--- src/logic/serial_port_zero_defs.svh ---
`ifndef SERIAL_PORT_ZERO_DEFS_SVH
`define SERIAL_PORT_ZERO_DEFS_SVH

// Register offsets on the 8-bit register port.
`define OFS_POWER_CONTROL 8'h87
`define OFS_SERIAL_CONTROL 8'h98
`define OFS_SERIAL_DATA_BUFFER 8'h99
`define OFS_INT_ENABLE 8'hA8
`define OFS_SERIAL_SLAVE_ADDRESS 8'hA9
`define OFS_SLAVE_ADDRESS_MASK 8'hB9

// Field positions in serial_control.
`define SC_MODE_HIGH 7
`define SC_MODE_LOW 6
`define SC_MULTIPROC 5
`define SC_RX_ENABLE 4
`define SC_TX_NINTH 3
`define SC_RX_NINTH 2
`define SC_TX_FLAG 1
`define SC_RX_FLAG 0

// Field positions in power_control and in the interrupt enable register.
`define PC_BAUD_DOUBLER 7
`define PC_FRAMING_DETECT 6
`define IE_GLOBAL 7
`define IE_SERIAL_ZERO 4

// Reset values.
`define RST_BYTE 8'h00

// Timing counts: dividers in 10 MHz oscillator clocks or timer ticks, positions in sixteenth-bit ticks or data bits.
`define M0_DIV_SLOW 4'hC
`define M0_DIV_FAST 4'h4
`define M2_OS_DIV_NORMAL 3'h4
`define M2_OS_DIV_DOUBLE 3'h2
`define TMR_OS_DIV_NORMAL 3'h2
`define TMR_OS_DIV_DOUBLE 3'h1
`define OS_PER_BIT_LAST 4'hF
`define OS_MID_BIT 4'h7
`define DATA_BITS_LAST 3'h7

`endif

--- src/logic/serial_port_zero_pkg.sv ---
`default_nettype none
package serial_port_zero_pkg;

   typedef enum logic [1:0]
   {
      MODE_SYNC = 2'h0,
      MODE_ASYNC_TEN = 2'h1,
      MODE_ASYNC_FIXED = 2'h2,
      MODE_ASYNC_VAR = 2'h3
   } serial_mode_e;

   typedef enum logic [2:0]
   {
      FR_IDLE = 3'h0,
      FR_START = 3'h1,
      FR_DATA = 3'h3,
      FR_NINTH = 3'h2,
      FR_STOP = 3'h6
   } frame_state_e;

endpackage
`default_nettype wire

--- src/logic/serial_rate_if.sv ---
`timescale 1ns/100ps
`default_nettype none
interface serial_rate_if
   import serial_port_zero_pkg::*;
   ();
   logic clock_en;
   serial_mode_e mode;
   logic doubler;
   logic mp_bit;
   logic timer_tick;
   logic os_tick;
   logic shift_tick;
   logic shift_low;

   modport gen (input clock_en, input mode, input doubler, input mp_bit, input timer_tick,
      output os_tick, output shift_tick, output shift_low);
   modport user (output clock_en, output mode, output doubler, output mp_bit, output timer_tick,
      input os_tick, input shift_tick, input shift_low);
endinterface
`default_nettype wire

--- src/logic/serial_rate_gen.sv ---
`timescale 1ns/100ps
`default_nettype none
`include "serial_port_zero_defs.svh"
module serial_rate_gen
   import serial_port_zero_pkg::*;
   (
   input wire logic i_clock,
   input wire logic i_sys_rst,
   serial_rate_if.gen rate
   );

   logic [3:0] phase;
   logic [3:0] shift_div;
   logic [2:0] os_cnt;
   logic [2:0] os_div;
   logic os_source;

   always_comb
   begin
      shift_div = rate.mp_bit ? `M0_DIV_FAST : `M0_DIV_SLOW;
      if (rate.mode == MODE_ASYNC_FIXED)
      begin
         os_source = 1'b1;
         os_div = rate.doubler ? `M2_OS_DIV_DOUBLE : `M2_OS_DIV_NORMAL;
      end
      else
      begin
         os_source = rate.timer_tick;
         os_div = rate.doubler ? `TMR_OS_DIV_DOUBLE : `TMR_OS_DIV_NORMAL;
      end
   end

   assign rate.shift_tick = rate.clock_en && (phase == shift_div - 4'h1);
   assign rate.shift_low = (phase < {1'b0, shift_div[3:1]});
   assign rate.os_tick = rate.clock_en && os_source && (os_cnt == os_div - 3'h1);

   // Mode 0 shift clock phase.
   always_ff @(posedge i_clock)
   begin
      if (i_sys_rst)
         phase <= 4'h0;
      else if (rate.clock_en)
         phase <= (phase >= shift_div - 4'h1) ? 4'h0 : phase + 4'h1;
   end

   // Sixteenth-of-a-bit tick for the asynchronous modes.
   always_ff @(posedge i_clock)
   begin
      if (i_sys_rst)
         os_cnt <= 3'h0;
      else if (rate.clock_en && os_source)
         os_cnt <= (os_cnt >= os_div - 3'h1) ? 3'h0 : os_cnt + 3'h1;
   end
endmodule
`default_nettype wire

--- src/logic/serial_port_zero_uart.sv ---
// Overview of operation
// Mode bits pick sync, 10-bit or 11-bit frames.
// Mode 0 clock is osc/12 or osc/4.
// Bit 7 is mode-high or framing error flag.
// Bad stop bit sets framing flag; software clears.
// Modes 2/3 multiprocessor: ninth bit 0 blocks receive.
// Mode 1 multiprocessor: bad stop blocks receive.
// Reception only while receive enable is set.
// Modes 2/3 send transmit ninth bit.
// Receive ninth bit captures ninth or stop bit.
// Transmit flag at bit eight or stop start.
// Receive flag at bit eight or mid stop.
// Data address: read receive, write transmit buffer.
// Software loads slave address for address recognition.
// Interrupt needs serial and global enables set.
// Baud doubler doubles rate in modes 1-3.
// Mask bit zero makes address bit don't-care.
// Framing detect enable turns bit 7 into flag.
// Timer overflow ticks time variable-rate modes.
//
// Design decision made here: strobed register access.
`timescale 1ns/100ps
`default_nettype none
`include "serial_port_zero_defs.svh"
module serial_port_zero_uart
   import serial_port_zero_pkg::*;
   (
   input wire logic i_clock,
   input wire logic i_sys_rst,
   input wire logic i_clock_en,
   input wire logic [7:0] i_address,
   input wire logic [7:0] i_write_data,
   input wire logic i_write,
   input wire logic i_read,
   output logic [7:0] o_read_data,
   input wire logic i_timer_tick,
   input wire logic i_rxd,
   output logic o_rxd,
   output logic o_rxd_oe,
   output logic o_txd,
   output logic o_serial_irq
   );

   serial_rate_if rate ();

   logic mode_select_high;
   logic mode_select_low;
   logic multiprocessor_bit;
   logic receive_enable;
   logic transmit_ninth_bit;
   logic receive_ninth_bit;
   logic transmit_flag;
   logic receive_flag;
   logic framing_error_flag;
   logic baud_doubler;
   logic framing_detect_enable;
   logic global_int_enable;
   logic serial_zero_int_enable;
   logic [7:0] serial_slave_address;
   logic [7:0] slave_address_mask;
   logic [7:0] rx_buffer;
   serial_mode_e mode;
   logic write_control;
   logic write_data;

   frame_state_e tx_state;
   logic [3:0] tx_os;
   logic [2:0] tx_bit;
   logic [8:0] tx_shift;
   logic tx_set_flag;

   frame_state_e rx_state;
   logic [3:0] rx_os;
   logic [2:0] rx_bit;
   logic [7:0] rx_shift;
   logic rx_ninth;
   logic rx_done;
   logic rx_accept;
   logic next_rx_ninth_bit;
   logic rx_stop_bad;

   logic rx_sync1;
   logic rx_sync2;
   logic rx_sync3;
   logic rx_level;
   logic rx_level_prev;

   assign mode = serial_mode_e'({mode_select_high, mode_select_low});
   assign write_control = i_write && (i_address == `OFS_SERIAL_CONTROL);
   assign write_data = i_write && (i_address == `OFS_SERIAL_DATA_BUFFER);

   assign rate.clock_en = i_clock_en;
   assign rate.mode = mode;
   assign rate.doubler = baud_doubler;
   assign rate.mp_bit = multiprocessor_bit;
   assign rate.timer_tick = i_timer_tick;

   serial_rate_gen u_rate
   (
      .i_clock(i_clock),
      .i_sys_rst(i_sys_rst),
      .rate(rate)
   );

   // Software-owned control bits. Bit 7 lands on the framing flag instead while detection is on.
   always_ff @(posedge i_clock)
   begin
      if (i_sys_rst)
      begin
         mode_select_high <= 1'b0;
         mode_select_low <= 1'b0;
         multiprocessor_bit <= 1'b0;
         receive_enable <= 1'b0;
         transmit_ninth_bit <= 1'b0;
      end
      else if (i_clock_en && write_control)
      begin
         if (!framing_detect_enable)
            mode_select_high <= i_write_data[`SC_MODE_HIGH];
         mode_select_low <= i_write_data[`SC_MODE_LOW];
         multiprocessor_bit <= i_write_data[`SC_MULTIPROC];
         receive_enable <= i_write_data[`SC_RX_ENABLE];
         transmit_ninth_bit <= i_write_data[`SC_TX_NINTH];
      end
   end

   // Other registers on the port.
   always_ff @(posedge i_clock)
   begin
      if (i_sys_rst)
      begin
         baud_doubler <= 1'b0;
         framing_detect_enable <= 1'b0;
         global_int_enable <= 1'b0;
         serial_zero_int_enable <= 1'b0;
         serial_slave_address <= `RST_BYTE;
         slave_address_mask <= `RST_BYTE;
      end
      else if (i_clock_en && i_write)
      begin
         case (i_address)
            `OFS_POWER_CONTROL:
            begin
               baud_doubler <= i_write_data[`PC_BAUD_DOUBLER];
               framing_detect_enable <= i_write_data[`PC_FRAMING_DETECT];
            end
            `OFS_INT_ENABLE:
            begin
               global_int_enable <= i_write_data[`IE_GLOBAL];
               serial_zero_int_enable <= i_write_data[`IE_SERIAL_ZERO];
            end
            `OFS_SERIAL_SLAVE_ADDRESS: serial_slave_address <= i_write_data;
            `OFS_SLAVE_ADDRESS_MASK: slave_address_mask <= i_write_data;
            default: ;
         endcase
      end
   end

   // Hardware-set flags: a set in the same cycle as a software write wins.
   always_ff @(posedge i_clock)
   begin
      if (i_sys_rst)
      begin
         transmit_flag <= 1'b0;
         receive_flag <= 1'b0;
         receive_ninth_bit <= 1'b0;
         framing_error_flag <= 1'b0;
      end
      else if (i_clock_en)
      begin
         if (write_control)
         begin
            transmit_flag <= i_write_data[`SC_TX_FLAG];
            receive_flag <= i_write_data[`SC_RX_FLAG];
            receive_ninth_bit <= i_write_data[`SC_RX_NINTH];
            if (framing_detect_enable)
               framing_error_flag <= i_write_data[`SC_MODE_HIGH];
         end
         if (tx_set_flag)
            transmit_flag <= 1'b1;
         if (rx_accept)
         begin
            receive_flag <= 1'b1;
            receive_ninth_bit <= next_rx_ninth_bit;
         end
         if (rx_done && rx_stop_bad && framing_detect_enable)
            framing_error_flag <= 1'b1;
      end
   end

   // Read data stand in the cycle after the read strobe.
   always_ff @(posedge i_clock)
   begin
      if (i_sys_rst)
         o_read_data <= `RST_BYTE;
      else if (i_clock_en)
      begin
         o_read_data <= `RST_BYTE;
         if (i_read)
         begin
            case (i_address)
               `OFS_SERIAL_CONTROL:
                  o_read_data <= {framing_detect_enable ? framing_error_flag : mode_select_high,
                     mode_select_low, multiprocessor_bit, receive_enable, transmit_ninth_bit,
                     receive_ninth_bit, transmit_flag, receive_flag};
               `OFS_SERIAL_DATA_BUFFER: o_read_data <= rx_buffer;
               `OFS_POWER_CONTROL: o_read_data <= {baud_doubler, framing_detect_enable, 6'h00};
               `OFS_INT_ENABLE: o_read_data <= {global_int_enable, 2'h0, serial_zero_int_enable, 4'h0};
               `OFS_SERIAL_SLAVE_ADDRESS: o_read_data <= serial_slave_address;
               `OFS_SLAVE_ADDRESS_MASK: o_read_data <= slave_address_mask;
               default: o_read_data <= `RST_BYTE;
            endcase
         end
      end
   end

   assign o_serial_irq = (transmit_flag || receive_flag) && serial_zero_int_enable && global_int_enable;

   // Transmitter. A data write while a frame is going out is ignored, so software waits for the transmit flag and, in modes 1-3, the end of the stop bit.
   assign tx_set_flag = i_clock_en && (((mode == MODE_SYNC) && (tx_state == FR_DATA) && rate.shift_tick
      && (tx_bit == `DATA_BITS_LAST)) || ((mode != MODE_SYNC) && (tx_state == FR_STOP) && (tx_os == 4'h0)
      && rate.os_tick));

   always_ff @(posedge i_clock)
   begin
      if (i_sys_rst)
      begin
         tx_state <= FR_IDLE;
         tx_os <= 4'h0;
         tx_bit <= 3'h0;
         tx_shift <= 9'h1FF;
      end
      else if (i_clock_en)
      begin
         case (tx_state)
            FR_IDLE:
               if (write_data && (rx_state == FR_IDLE || mode != MODE_SYNC))
               begin
                  tx_shift <= {transmit_ninth_bit, i_write_data};
                  tx_os <= 4'h0;
                  tx_bit <= 3'h0;
                  tx_state <= FR_START;
               end
            FR_START:
               if (mode == MODE_SYNC)
               begin
                  if (rate.shift_tick)
                     tx_state <= FR_DATA;
               end
               else if (rate.os_tick)
               begin
                  tx_os <= tx_os + 4'h1;
                  if (tx_os == `OS_PER_BIT_LAST)
                     tx_state <= FR_DATA;
               end
            FR_DATA:
               if ((mode == MODE_SYNC) ? rate.shift_tick : (rate.os_tick && tx_os == `OS_PER_BIT_LAST))
               begin
                  tx_os <= 4'h0;
                  tx_bit <= tx_bit + 3'h1;
                  tx_shift <= {1'b1, tx_shift[8:1]};
                  if (tx_bit == `DATA_BITS_LAST)
                     tx_state <= (mode == MODE_SYNC) ? FR_IDLE
                        : (mode == MODE_ASYNC_TEN) ? FR_STOP : FR_NINTH;
               end
               else if (rate.os_tick && mode != MODE_SYNC)
                  tx_os <= tx_os + 4'h1;
            FR_NINTH:
               if (rate.os_tick)
               begin
                  tx_os <= tx_os + 4'h1;
                  if (tx_os == `OS_PER_BIT_LAST)
                  begin
                     tx_shift <= 9'h1FF;
                     tx_state <= FR_STOP;
                  end
               end
            FR_STOP:
               if (rate.os_tick)
               begin
                  tx_os <= tx_os + 4'h1;
                  if (tx_os == `OS_PER_BIT_LAST)
                     tx_state <= FR_IDLE;
               end
            default: tx_state <= FR_IDLE;
         endcase
      end
   end

   // Pin drive. In mode 0 the transmit pin carries the shift clock and the receive pin the data.
   always_ff @(posedge i_clock)
   begin
      if (i_sys_rst)
      begin
         o_txd <= 1'b1;
         o_rxd <= 1'b1;
         o_rxd_oe <= 1'b0;
      end
      else if (i_clock_en)
      begin
         if (mode == MODE_SYNC)
         begin
            o_txd <= !(((tx_state == FR_DATA) || (rx_state == FR_DATA)) && rate.shift_low);
            o_rxd <= tx_shift[0];
            o_rxd_oe <= (tx_state == FR_DATA);
         end
         else
         begin
            o_txd <= (tx_state == FR_START) ? 1'b0 : (tx_state == FR_STOP || tx_state == FR_IDLE) ? 1'b1
               : tx_shift[0];
            o_rxd <= 1'b1;
            o_rxd_oe <= 1'b0;
         end
      end
   end

   // Input pin synchroniser: a change is taken once the second and third stages agree.
   always_ff @(posedge i_clock)
   begin
      if (i_sys_rst)
      begin
         rx_sync1 <= 1'b1;
         rx_sync2 <= 1'b1;
         rx_sync3 <= 1'b1;
         rx_level <= 1'b1;
         rx_level_prev <= 1'b1;
      end
      else if (i_clock_en)
      begin
         rx_sync1 <= i_rxd;
         rx_sync2 <= rx_sync1;
         rx_sync3 <= rx_sync2;
         if (rx_sync2 == rx_sync3)
            rx_level <= rx_sync3;
         rx_level_prev <= rx_level;
      end
   end

   // Frame completion and the multiprocessor filter.
   always_comb
   begin
      rx_done = 1'b0;
      rx_stop_bad = 1'b0;
      next_rx_ninth_bit = receive_ninth_bit;
      rx_accept = 1'b0;
      if (mode == MODE_SYNC)
      begin
         rx_done = i_clock_en && (rx_state == FR_DATA) && rate.shift_tick && (rx_bit == `DATA_BITS_LAST);
         rx_accept = rx_done && !receive_flag;
      end
      else
      begin
         rx_done = i_clock_en && (rx_state == FR_STOP) && rate.os_tick && (rx_os == `OS_MID_BIT);
         rx_stop_bad = !rx_level;
         if (mode == MODE_ASYNC_TEN)
         begin
            if (!multiprocessor_bit)
               next_rx_ninth_bit = rx_level;
            rx_accept = rx_done && !receive_flag && (!multiprocessor_bit || rx_level);
         end
         else
         begin
            next_rx_ninth_bit = rx_ninth;
            rx_accept = rx_done && !receive_flag && (!multiprocessor_bit || (rx_ninth
               && (((rx_shift ^ serial_slave_address) & slave_address_mask) == 8'h00)));
         end
      end
   end

   // Receiver. A frame that completes while the receive flag is still set is dropped.
   always_ff @(posedge i_clock)
   begin
      if (i_sys_rst)
      begin
         rx_state <= FR_IDLE;
         rx_os <= 4'h0;
         rx_bit <= 3'h0;
         rx_shift <= `RST_BYTE;
         rx_ninth <= 1'b0;
         rx_buffer <= `RST_BYTE;
      end
      else if (i_clock_en)
      begin
         if (rx_accept)
            rx_buffer <= (mode == MODE_SYNC) ? {rx_level, rx_shift[7:1]} : rx_shift;
         case (rx_state)
            FR_IDLE:
            begin
               rx_os <= 4'h0;
               rx_bit <= 3'h0;
               if (receive_enable)
               begin
                  if (mode == MODE_SYNC)
                  begin
                     if (!receive_flag && tx_state == FR_IDLE && !write_data)
                        rx_state <= FR_START;
                  end
                  else if (rx_level_prev && !rx_level)
                     rx_state <= FR_START;
               end
            end
            FR_START:
               if (!receive_enable)
                  rx_state <= FR_IDLE;
               else if (mode == MODE_SYNC)
               begin
                  if (rate.shift_tick)
                     rx_state <= FR_DATA;
               end
               else if (rate.os_tick)
               begin
                  rx_os <= rx_os + 4'h1;
                  if (rx_os == `OS_MID_BIT && rx_level)
                     rx_state <= FR_IDLE;
                  else if (rx_os == `OS_PER_BIT_LAST)
                     rx_state <= FR_DATA;
               end
            FR_DATA:
               if (mode == MODE_SYNC)
               begin
                  if (rate.shift_tick)
                  begin
                     rx_shift <= {rx_level, rx_shift[7:1]};
                     rx_bit <= rx_bit + 3'h1;
                     if (rx_bit == `DATA_BITS_LAST)
                        rx_state <= FR_STOP;
                  end
               end
               else if (rate.os_tick)
               begin
                  rx_os <= rx_os + 4'h1;
                  if (rx_os == `OS_MID_BIT)
                     rx_shift <= {rx_level, rx_shift[7:1]};
                  if (rx_os == `OS_PER_BIT_LAST)
                  begin
                     rx_bit <= rx_bit + 3'h1;
                     if (rx_bit == `DATA_BITS_LAST)
                        rx_state <= (mode == MODE_ASYNC_TEN) ? FR_STOP : FR_NINTH;
                  end
               end
            FR_NINTH:
               if (rate.os_tick)
               begin
                  rx_os <= rx_os + 4'h1;
                  if (rx_os == `OS_MID_BIT)
                     rx_ninth <= rx_level;
                  if (rx_os == `OS_PER_BIT_LAST)
                     rx_state <= FR_STOP;
               end
            FR_STOP:
               if (mode == MODE_SYNC || rx_done)
                  rx_state <= FR_IDLE;
               else if (rate.os_tick)
                  rx_os <= rx_os + 4'h1;
            default: rx_state <= FR_IDLE;
         endcase
      end
   end
endmodule
`default_nettype wire

--- config.mk ---
export PLATFORM = sky130hd
export DESIGN_NAME = serial_port_zero_uart
export DESIGN_NICKNAME = d
export VERILOG_FILES = /design/src/logic/serial_port_zero_pkg.sv /design/src/logic/serial_rate_if.sv /design/src/logic/serial_rate_gen.sv /design/src/logic/serial_port_zero_uart.sv
export VERILOG_INCLUDE_DIRS = /design/src /design/src/logic
export SDC_FILE = /design/constraint.sdc
export NUM_CORES = 1
export LEC_CHECK = 0
export BUFFER_PORTS_ARGS = -buffer_cell sky130_fd_sc_hd__buf_2
export CELL_PAD_IN_SITES_DETAIL_PLACEMENT = 1
export CELL_PAD_IN_SITES_GLOBAL_PLACEMENT = 1
export CORE_MARGIN = 2
export CORE_UTILIZATION = 40
export DETAILED_ROUTE_END_ITERATION = 8
export GPL_TIMING_DRIVEN = 0
export PLACE_DENSITY = 0.72
export SLEW_MARGIN = 10
export SYNTH_ARGS = -nofsm -noshare
export SYNTH_HDL_FRONTEND = slang
export SYNTH_SLANG_ARGS = --single-unit
--- constraint.sdc ---
create_clock -name i_clock -period 6.5 [get_ports i_clock]
set_clock_uncertainty 0.1 [all_clocks]
set_input_delay 0.325 -clock i_clock [delete_from_list [all_inputs] [get_ports i_clock]]
set_output_delay 0.325 -clock i_clock [all_outputs]
set_load 0.01 [all_outputs]
==> results.cfg, run 1 <==
[status]
status = finished, final reports clean

[pwr]
p_leak_uw = 0.002348
ir_worst_vdd_uv = 125.0
power.density_mw_per_mm2 = 214.6

[setup_path]
path_class = reg -> reg
crit_start = mode_select_high
critPathMaxStageDelay_ns = 0.50
worst_setup_path_end_kind = register
rr_startpoint = mode_select_high
critPathTopFamily = simple AND/OR/NAND/NOR gates
critPathRequiredTime_ns = 6.64
crit_buf_inv = 1
slowest_stage = dfxtp_1
cp.arrival_ns = 3.28
critPathLaunchType = register
crit_chain = and2b_4, nand2b_1, ha_1, and4_1, o211ai_2, or3_1, a31oi_4, buf_2, o21ai_1, o311a_1
cp_max_fo = 10

[synth]
synth.avg_cell_area_um2 = 8.606
yosysWarnings = 0
syn-instance-count = 623
synth_edf_count = 0
syn-num-nets = 660
synth.top_cell.area_share_pct = 36.59
yosysSeqAreaShare_pct = 36.59
synthArstFlopShare_pct = 0
yosys_most_used_dff = dfxtp_1
ys_types = 72
yosys.area.top_type = dfxtp_1
synthTopCellsByArea = dfxtp_1 (37%), mux2i_1 (10%), nor2_1 (4.9%), ha_1 (3.3%), nand2_1 (3.1%)
synthesis.area_mm2 = 0.005361
synth-seq-cells = 98

[detailed_routing]
drc = 0
routedWlPerCell_um = 21.02
drt_iter0_markers = 229
antenna_left = 0
dr.pass1.iters = 5
totalWireLength_um = 17780
vias_per_cell = 5.851
vias = 4950

[clock_tree]
cts_resized = 0
cts_sinks = 98
clk_path_buf_depth = 2
ctsRootBufferMaster = clkbuf_16
hold_buffers = 0
cts_made_buffers = 9
h-tree-depth = 3
cts_tree = yes
clkTransAtPathRegs_ns = 0.07
post_cts_buffers = 0
clkLatencyLatePin_ns = 0.35

[cells_and_area]
nNetsFinal = 702
drive_gt1_share_pct = 10.75
syn2layout_area_growth_pct = 13.26
diodes = 0
finalNonFillerCells = 846
n_fill_cell = 1588

[worst_hold_path]
worstHoldStart = i_rxd
hold_class = in -> reg

[timing]
fmax_ghz = 0.3188
hold_viol = 0
finalCriticalPeriod_ns = 3.137
slew_headroom_pct = 31.92
rsz0062_at_grt = false
fin_crit_sh_pct = 48.26
fin_setup_tns_ns = 0
tightest_slew_ns = 1.013
finalSetupViolations = 0
drv_slew = 0

[floorplanning]
dieWidth_um = 119.8
io_pins = 35
core_area_mm2 = 0.01319
rows = 42
initial_core_util_pct = 40.65
die_height_um = 119.8
die_area_mm2 = 0.01435

[grt]
grt_max_degree = 16
grt-ovfl-total = 0
antenna_found_initial = 0
grt_pass1_wl_um = 28640
grt_pass1_vias = 5255
grt_use_total_pct = 25.90

[placed_design]
gp_congestion = 0.9464
dp_cells = 830
port_buffers = 31
place_hpwl_um = 13050

[run]
timing.max_cap.violations = 0
[path summary, 6_finish.rpt]
check            endpoint  slack, ns  cells past startpoint
max          rx_buffer[4]       3.36                     10
min              rx_sync1       0.09                      3
max reg2reg  rx_buffer[4]       3.36                     10
min reg2reg      rx_sync1       0.37                      2
[registers in the layout, indices dropped and copies added (netlist names), 3 cells and up]
name                  cells
rx_shift                  8
tx_bit                    3
tx_state                  3
rx_bit                    3
rx_state                  3
tx_shift                  9
slave_address_mask        8
u_rate.os_cnt             3
u_rate.phase              4
o_read_data               8
serial_slave_address      8
rx_os                     4
rx_buffer                 8
tx_os                     4
[Yosys cell counts, drive strengths merged (4+ instances only)]
library cell,count
a22oi,10
buf,14
nor3b,5
nand2b,13
a21oi,31
mux2,4
nor3,18
nand3b,11
mux2i,56
a211oi,5
a31oi,17
xor2,10
o311a,9
nand4,8
and2,4
o21ai,42
o22ai,7
nand2,44
nor2b,15
clkbuf,27
a222oi,4
inv,13
dfxtp,98
or3,5
o211ai,6
nor2,70
ha,14
nand3,9
[cells in the final DEF (no fill, tap or decap), drive strengths merged, types with 4 or more instances in the layout]
master | netlist | final
dfxtp | 98 | 98
nor2 | 70 | 70
mux2i | 56 | 56
buf | 14 | 45
nand2 | 44 | 44
o21ai | 42 | 42
clkbuf | 27 | 39
a21oi | 31 | 31
nor3 | 18 | 18
a31oi | 17 | 17
nor2b | 15 | 15
ha | 14 | 14
inv | 13 | 14
nand2b | 13 | 13
nand3b | 11 | 11
xor2 | 10 | 10
a22oi | 10 | 10
nand3 | 9 | 9
o311a | 9 | 9
nand4 | 8 | 8
o22ai | 7 | 7
o211ai | 6 | 6
or3 | 5 | 5
a211oi | 5 | 5
nor3b | 5 | 5
a222oi | 4 | 4
and2 | 4 | 4
mux2 | 4 | 4
[power by group]
group	switching [uW]	total (uW)	leakage, uW	internal, uW
sequential	3.39	608	0.000791	604
combinational	53.7	76.5	0.00140	22.8
clock	241	619	0.000161	379
total	298	1300	0.00235	1010
[area by class of cell]
type | instances | area [um2] | share of cell area, %
Sequential cell | 98 | 1962 | 32.31
Inverter | 13 | 48.80 | 0.8036
Clock buffer | 12 | 236.5 | 3.895
Timing Repair Buffer | 31 | 155.1 | 2.555
Buffer | 41 | 177.7 | 2.926
Multi-Input combinational cell | 471 | 3173 | 52.26
Clock inverter | 4 | 98.84 | 1.628
Tap cell | 176 | 220.2 | 3.627
[per-stage QoR]
stage | power (uW) | hold slack, ns | worst slack [ns] | instance area (um2) | util (%)
floorplan | 664.0 | 0.3299 | 3.851 | 5361 | -
detailed placement | 697.2 | 0.3642 | 3.379 | 5737 | 43.49
global route | 1348 | 0.1037 | 3.157 | 6072 | 46.03
global placement | 694.2 | 0.3413 | 3.402 | 5737 | 43.49
finish | 1303 | 0.08874 | 3.363 | 6072 | 46.03
CTS | 1316 | 0.08915 | 3.367 | 6072 | 46.03
[cell families after synthesis]
| group | share of synthesized area, % |
|---|---|
| simple gates | 22.12 |
| xor+xnor | 2.124 |
| buf+inv | 4.224 |
| flops | 36.59 |
| mux | 11.30 |
| compound gates | 20.30 |
| fa+ha+maj | 3.267 |
| other cells | 0.06994 |
[tightest hold or removal path, delay by kind of cell]
family | cells | cell delay (ns)
muxes | 1 | 0.05
and+or+nand+nor | 1 | 0.06
buffers and inverters | 1 | 0.08
[layer usage]
| metal | wire (um) | vias up | global-route usage, % |
|---|---|---|---|
| met5 | 0 | - | 0 |
| met4 | 491 | 0 | 10.44 |
| met3 | 499 | 34 | 3.375 |
| met2 | 9017 | 95 | 45.93 |
| met1 | 7773 | 2456 | 31.67 |
| li1 | - | 2365 | - |
No activity file was read; power rests on OpenSTA's default activity.
==> run 2: changes to the inputs <==
ABC_AREA = 1   (was default)
PLACE_DENSITY = 0.76   (was 0.72)
clock period = 3.2 ns   (was 6.5 ns; I/O delays follow)
==> results.cfg, run 2 <==
[status]
status = finished, final reports clean

[floorplanning]
initial_core_util_pct = 40.48
core_area_mm2 = 0.01314
io_pins = 35
die_height_um = 119.3
die_area_mm2 = 0.01423
dieWidth_um = 119.3
rows = 42

[cells_and_area]
syn2layout_area_growth_pct = 12.85
diodes = 0
most-common-layout-cells = nand2_1 (188), dfxtp_1 (98), a21oi_1 (84), inv_1 (79), o21ai_0 (69)
drive_gt1_share_pct = 10.68
layout.cells.most_common = nand2_1
regMostFlops = tx_shift
nNetsFinal = 867
fin_area_mm2 = 0.006001
largest_reg_flops = 9

[synth]
yosysWarnings = 0
synth_edf_count = 0
synth.avg_cell_area_um2 = 6.765
yosysSeqAreaShare_pct = 36.89
synthArstFlopShare_pct = 0
yosys_most_used_dff = dfxtp_1
yosys.area.top_type = dfxtp_1
syn-instance-count = 786
synth-seq-cells = 98
ys_types = 43
synth.top_cell.area_share_pct = 36.89
synth_most_common_cell = nand2_1
syn-num-nets = 823
synthesis.area_mm2 = 0.005318
synthTopCellsByArea = dfxtp_1 (37%), nand2_1 (13%), a21oi_1 (7.9%), o21ai_0 (6.5%), nand3_1 (6.1%)
synth_commonest_cells = nand2_1 (188), dfxtp_1 (98), a21oi_1 (84)

[detailed_routing]
vias = 5561
dr.pass1.iters = 5
drc = 0
vias_per_cell = 5.511
totalWireLength_um = 18450
antenna_left = 0
routedWlPerCell_um = 18.28
drt_iter0_markers = 287

[grt]
use_met3_pct = 3.831
met1_usage_pct = 35.53
grt-ovfl-total = 0
grt_max_degree = 16
antenna_found_initial = 0
grt_pass1_wl_um = 29970
grt_pass1_vias = 5676
grt_most_used_layer = met2
grt.met2_usage_pct = 45.83
grt_use_total_pct = 27.11

[clock_tree]
clk_path_buf_depth = 2
h-tree-depth = 3
post_cts_buffers = 0
cts_sinks = 98
cts_tree = yes
ctsRootBufferMaster = clkbuf_16
cts_made_buffers = 9
clkTransAtPathRegs_ns = 0.07
clkLatencyLatePin_ns = 0.37

[worst_hold_path]
hold_path_end = slave_address_mask[0]
hold_depth = 3
hold_class = in -> reg
worstHoldStart = i_write_data[0]

[setup_path]
critPathLaunchType = register
cp.arrival_ns = 2.98
critPathRequiredTime_ns = 3.35
slowest_stage = dfxtp_1
crit_buf_inv = 2
cp_max_fo = 10
rr_startpoint = mode_select_high
worst_setup_path_end_kind = register
critPathTopFamily = simple AND/OR/NAND/NOR gates
crit_chain = nand3_1, ha_1, nand2_1, nor2_8, nand3_4, nand2_1, nand2_1, inv_2, o2111ai_2, buf_4, o21ai_0, a21oi_1
critPathMaxStageDelay_ns = 0.49
regToRegSetupSlack_ns = 0.37
ff2ff_path_depth = 12
path_class = reg -> reg
crit_top_cell = nand2_1
r2r-end = rx_shift[6]

[timing]
fin_crit_sh_pct = 88.41
slew_headroom_pct = 45.14
fin_hold_ws_ns = 0.02960
hold_viol = 0
finalCriticalPeriod_ns = 2.829
tightest_slew_ns = 0.8230
finalSetupViolations = 0
rsz0062_at_grt = false
fin_setup_tns_ns = 0
fmax_ghz = 0.3535
drv_slew = 0

[run]
timing.max_cap.violations = 0

[placed_design]
port_buffers = 32
dpl_cell_area_mm2 = 0.005698
gp_congestion = 0.8857
place_hpwl_um = 13750

[pwr]
p_leak_uw = 0.002511
ir_worst_vdd_uv = 260.1
power.density_mw_per_mm2 = 537.5
## run 2: worst min-delay path, cell delays in order
cell and delay, ns:
buf_2 0.10, o21ai_0 0.08, a21oi_1 0.12
## run 2: kinds of logic after synthesis
| kind of cell | share of synthesized area, % |
|---|---|
| AOI/OAI and AO/OA | 19.01 |
| xor gates and xnor gates | 0.8235 |
| adders and majority gates | 3.294 |
| buffers and inverters | 8.094 |
| DFF | 36.89 |
| other | 0.07052 |
| and+or+nand+nor | 31.81 |
## run 2: how the worst max path moves through the flow
stage | from | end | cells after the start
finish | mode_select_high | rx_shift[6] | 12
global route | mode_select_high | rx_shift[6] | 12
CTS | mode_select_high | rx_shift[6] | 12
detailed placement | mode_select_high | rx_shift[6] | 12
global placement | mode_select_low | rx_shift[6] | 14
floorplan | mode_select_low | rx_shift[6] | 14
## run 2: per-layer routing
| layer | wire length [um] | vias up | part of all wire [%] |
|---|---|---|---|
| met4 | 301 | 0 | 1.6 |
| met3 | 653 | 17 | 3.5 |
| met2 | 8988 | 103 | 49 |
| met5 | 0 | - | 0 |
| met1 | 8503 | 2739 | 46 |
| li1 | - | 2702 | - |
## run 2: where the power goes
group          leakage (uW)  switching [uW]  internal, uW
registers          0.000794            65.6          1310
logic               0.00158             495           232
clock network      0.000137             500           620
total               0.00251            1060          2160
## run 2: final cells by class
| class | count | area, um2 |
|---|---|---|
| Clock buffer | 10 | 239.0 |
| Clock inverter | 4 | 53.80 |
| Buffer | 24 | 115.1 |
| Tap cell | 176 | 220.2 |
| Sequential cell | 98 | 1962 |
| Timing Repair Buffer | 33 | 170.2 |
| Fill cell | 1772 | 7137 |
| Inverter | 84 | 315.3 |
| Multi-Input combinational cell | 580 | 2925 |
## run 2: per-stage QoR
stage,power (uW),util [%],setup WS (ns),cells
after floorplan,1927,-,1.049,786
after global placement,2092,43.37,0.5553,994
after detailed placement,2133,43.37,0.4273,994
after CTS,3243,45.68,0.4081,1009
after global routing,3395,45.68,0.2496,1009
final,3225,45.68,0.3709,1009
## run 2: what timing repair did
| item | CTS | global route |
|---|---|---|
| endpoints found under the hold margin | 1 | 0 |
| gates resized for setup | 0 | 0 |
| hold buffers | 1 | 0 |
| setup endpoints to repair | 0 | 0 |
==> run 3: changes to the inputs <==
CORE_UTILIZATION = 47   (was 40)
PLACE_DENSITY = 0.87   (was 0.76)
clock period = 3.39 ns   (was 3.2 ns; I/O delays follow)
==> results.cfg, run 3 (same netlist as run 2, synthesis figures left out) <==
[setup_path]
worst_setup_path_end_kind = register
r2r-end = rx_shift[7]
critPathTopFamily = simple AND/OR/NAND/NOR gates
cp.arrival_ns = 2.87
regToRegSetupSlack_ns = 0.66
critPathLaunchType = register
crit_start = mode_select_low
slowest_stage = dfxtp_1
path_class = reg -> reg
cp_max_fo = 10
critPathRequiredTime_ns = 3.54
crit_buf_inv = 4
crit_top_cell = nand2_1
critPathMaxStageDelay_ns = 0.44
crit_chain = inv_1, nand2_2, nand2_1, ha_1, inv_1, nor2_8, nand3_4, nand2_1, nand2_1, inv_2, o2111ai_2, buf_4, o21ai_0, a21oi_1
rr_startpoint = mode_select_low
ff2ff_path_depth = 14

[grt]
grt_pass1_wl_um = 29260
antenna_found_initial = 0
grt_pass1_vias = 5706
grt_max_degree = 17
grt-ovfl-total = 0
grt_use_total_pct = 31.74

[placed_design]
place_hpwl_um = 13440
gp_congestion = 0.9364
dp_cells = 958
dpl_cell_area_mm2 = 0.005653
port_buffers = 32

[timing]
tightest_slew_ns = 0.7342
hold_viol = 0
fmax_ghz = 0.3666
slew_headroom_pct = 50.60
fin_setup_tns_ns = 0
finalSetupViolations = 0
finalCriticalPeriod_ns = 2.727
drv_slew = 0
fin_crit_sh_pct = 80.46
rsz0062_at_grt = false

[floorplanning]
rows = 38
io_pins = 35
die_area_mm2 = 0.01218
die_height_um = 110.4
core_area_mm2 = 0.01094
initial_core_util_pct = 48.63
dieWidth_um = 110.4

[worst_hold_path]
worstHoldStart = i_write_data[0]
hold_depth = 3
hold_class = in -> reg
hold_path_end = slave_address_mask[0]

[cells_and_area]
most-common-layout-cells = nand2_1 (188), dfxtp_1 (98), a21oi_1 (84), inv_1 (79), o21ai_0 (69)
layout.cells.most_common = nand2_1
largest_reg_flops = 9
regMostFlops = tx_shift
syn2layout_area_growth_pct = 11.74
finalNonFillerCells = 975
drive_gt1_share_pct = 10.78
fin_area_mm2 = 0.005942
nNetsFinal = 867
diodes = 0

[pwr]
combPwrFrac_pct = 23.0
finalPower_uw = 2988
p_leak_uw = 0.002514
p_int_uw = 1980
p_sw_uw = 1007
ir_worst_vdd_uv = 364.2
switching_share_pct = 33.72
seq_power_share_pct = 43.6
power.density_mw_per_mm2 = 502.9
clkPwrFrac_pct = 33.4

[clock_tree]
cts_resized = 0
cts_made_buffers = 9
cts_sinks = 98
h-tree-depth = 3
ctsRootBufferMaster = clkbuf_16
clk_path_buf_depth = 2
cts_tree = yes
clkLatencyLatePin_ns = 0.36
clkTransAtPathRegs_ns = 0.07

[status]
status = finished, final reports clean

[detailed_routing]
routedWlPerCell_um = 18.75
totalWireLength_um = 18280
dr.pass1.iters = 6
vias_per_cell = 5.852
vias = 5706
antenna_left = 0
drc = 0
drt_iter0_markers = 286

[run]
timing.max_cap.violations = 0
[run 3: worst max path at each step]
stage                  end  cells past startpoint
4_1_cts        rx_shift[7]                     14
2_1_floorplan  rx_shift[6]                     14
3_5_place_dp   rx_shift[7]                     14
6_report       rx_shift[7]                     14
5_1_grt        rx_shift[6]                     14
3_3_place_gp   rx_shift[6]                     14
[run 3: power groups by stage]
stage | clock, uW | sequential (uW) | combinational (uW)
detailed placement | 0 | 1330 | 676
floorplan | 0 | 1310 | 507
finish | 999 | 1300 | 686
global route | 1060 | 1310 | 779
CTS | 1010 | 1300 | 684
global placement | 0 | 1320 | 644
[run 3: cell type report]
type | count | area (um2)
multi-input combinational | 580 | 2925
clock inverter | 5 | 36.28
timing repair buffer | 33 | 170.2
sequential | 98 | 1962
buffer | 24 | 115.1
tap | 140 | 175.2
fill | 1503 | 4994
clock buffer | 11 | 242.7
inverter | 84 | 315.3
[run 3: per-stage QoR]
stage	hold slack [ns]	setup slack [ns]	utilization (%)
after floorplan	0.1958	1.239	-
after global placement	0.2872	0.8187	51.69
after detailed placement	0.2973	0.7068	51.69
after CTS	0.05571	0.6865	54.34
after global routing	0.05828	0.5011	54.34
final	0.06070	0.6625	54.34
[run 3: layer usage]
| metal | up-vias | part of all wire, % | GRT usage, % |
|---|---|---|---|
| met4 | 0 | 1.8 | 9.375 |
| met3 | 29 | 5.9 | 6.467 |
| li1 | 2703 | - | - |
| met2 | 169 | 49 | 54.69 |
| met1 | 2805 | 44 | 40.03 |
| met5 | - | 0 | 0 |
[run 3: tightest hold or removal path, stage by stage]
cell and delay, ns:
buf_2 0.12, o21ai_0 0.09, a21oi_1 0.10
[run 3: repair_timing]
item | CTS | global route
buffers inserted | 0 | 0
hold buffers | 1 | 0
endpoints found under the hold margin | 1 | 0
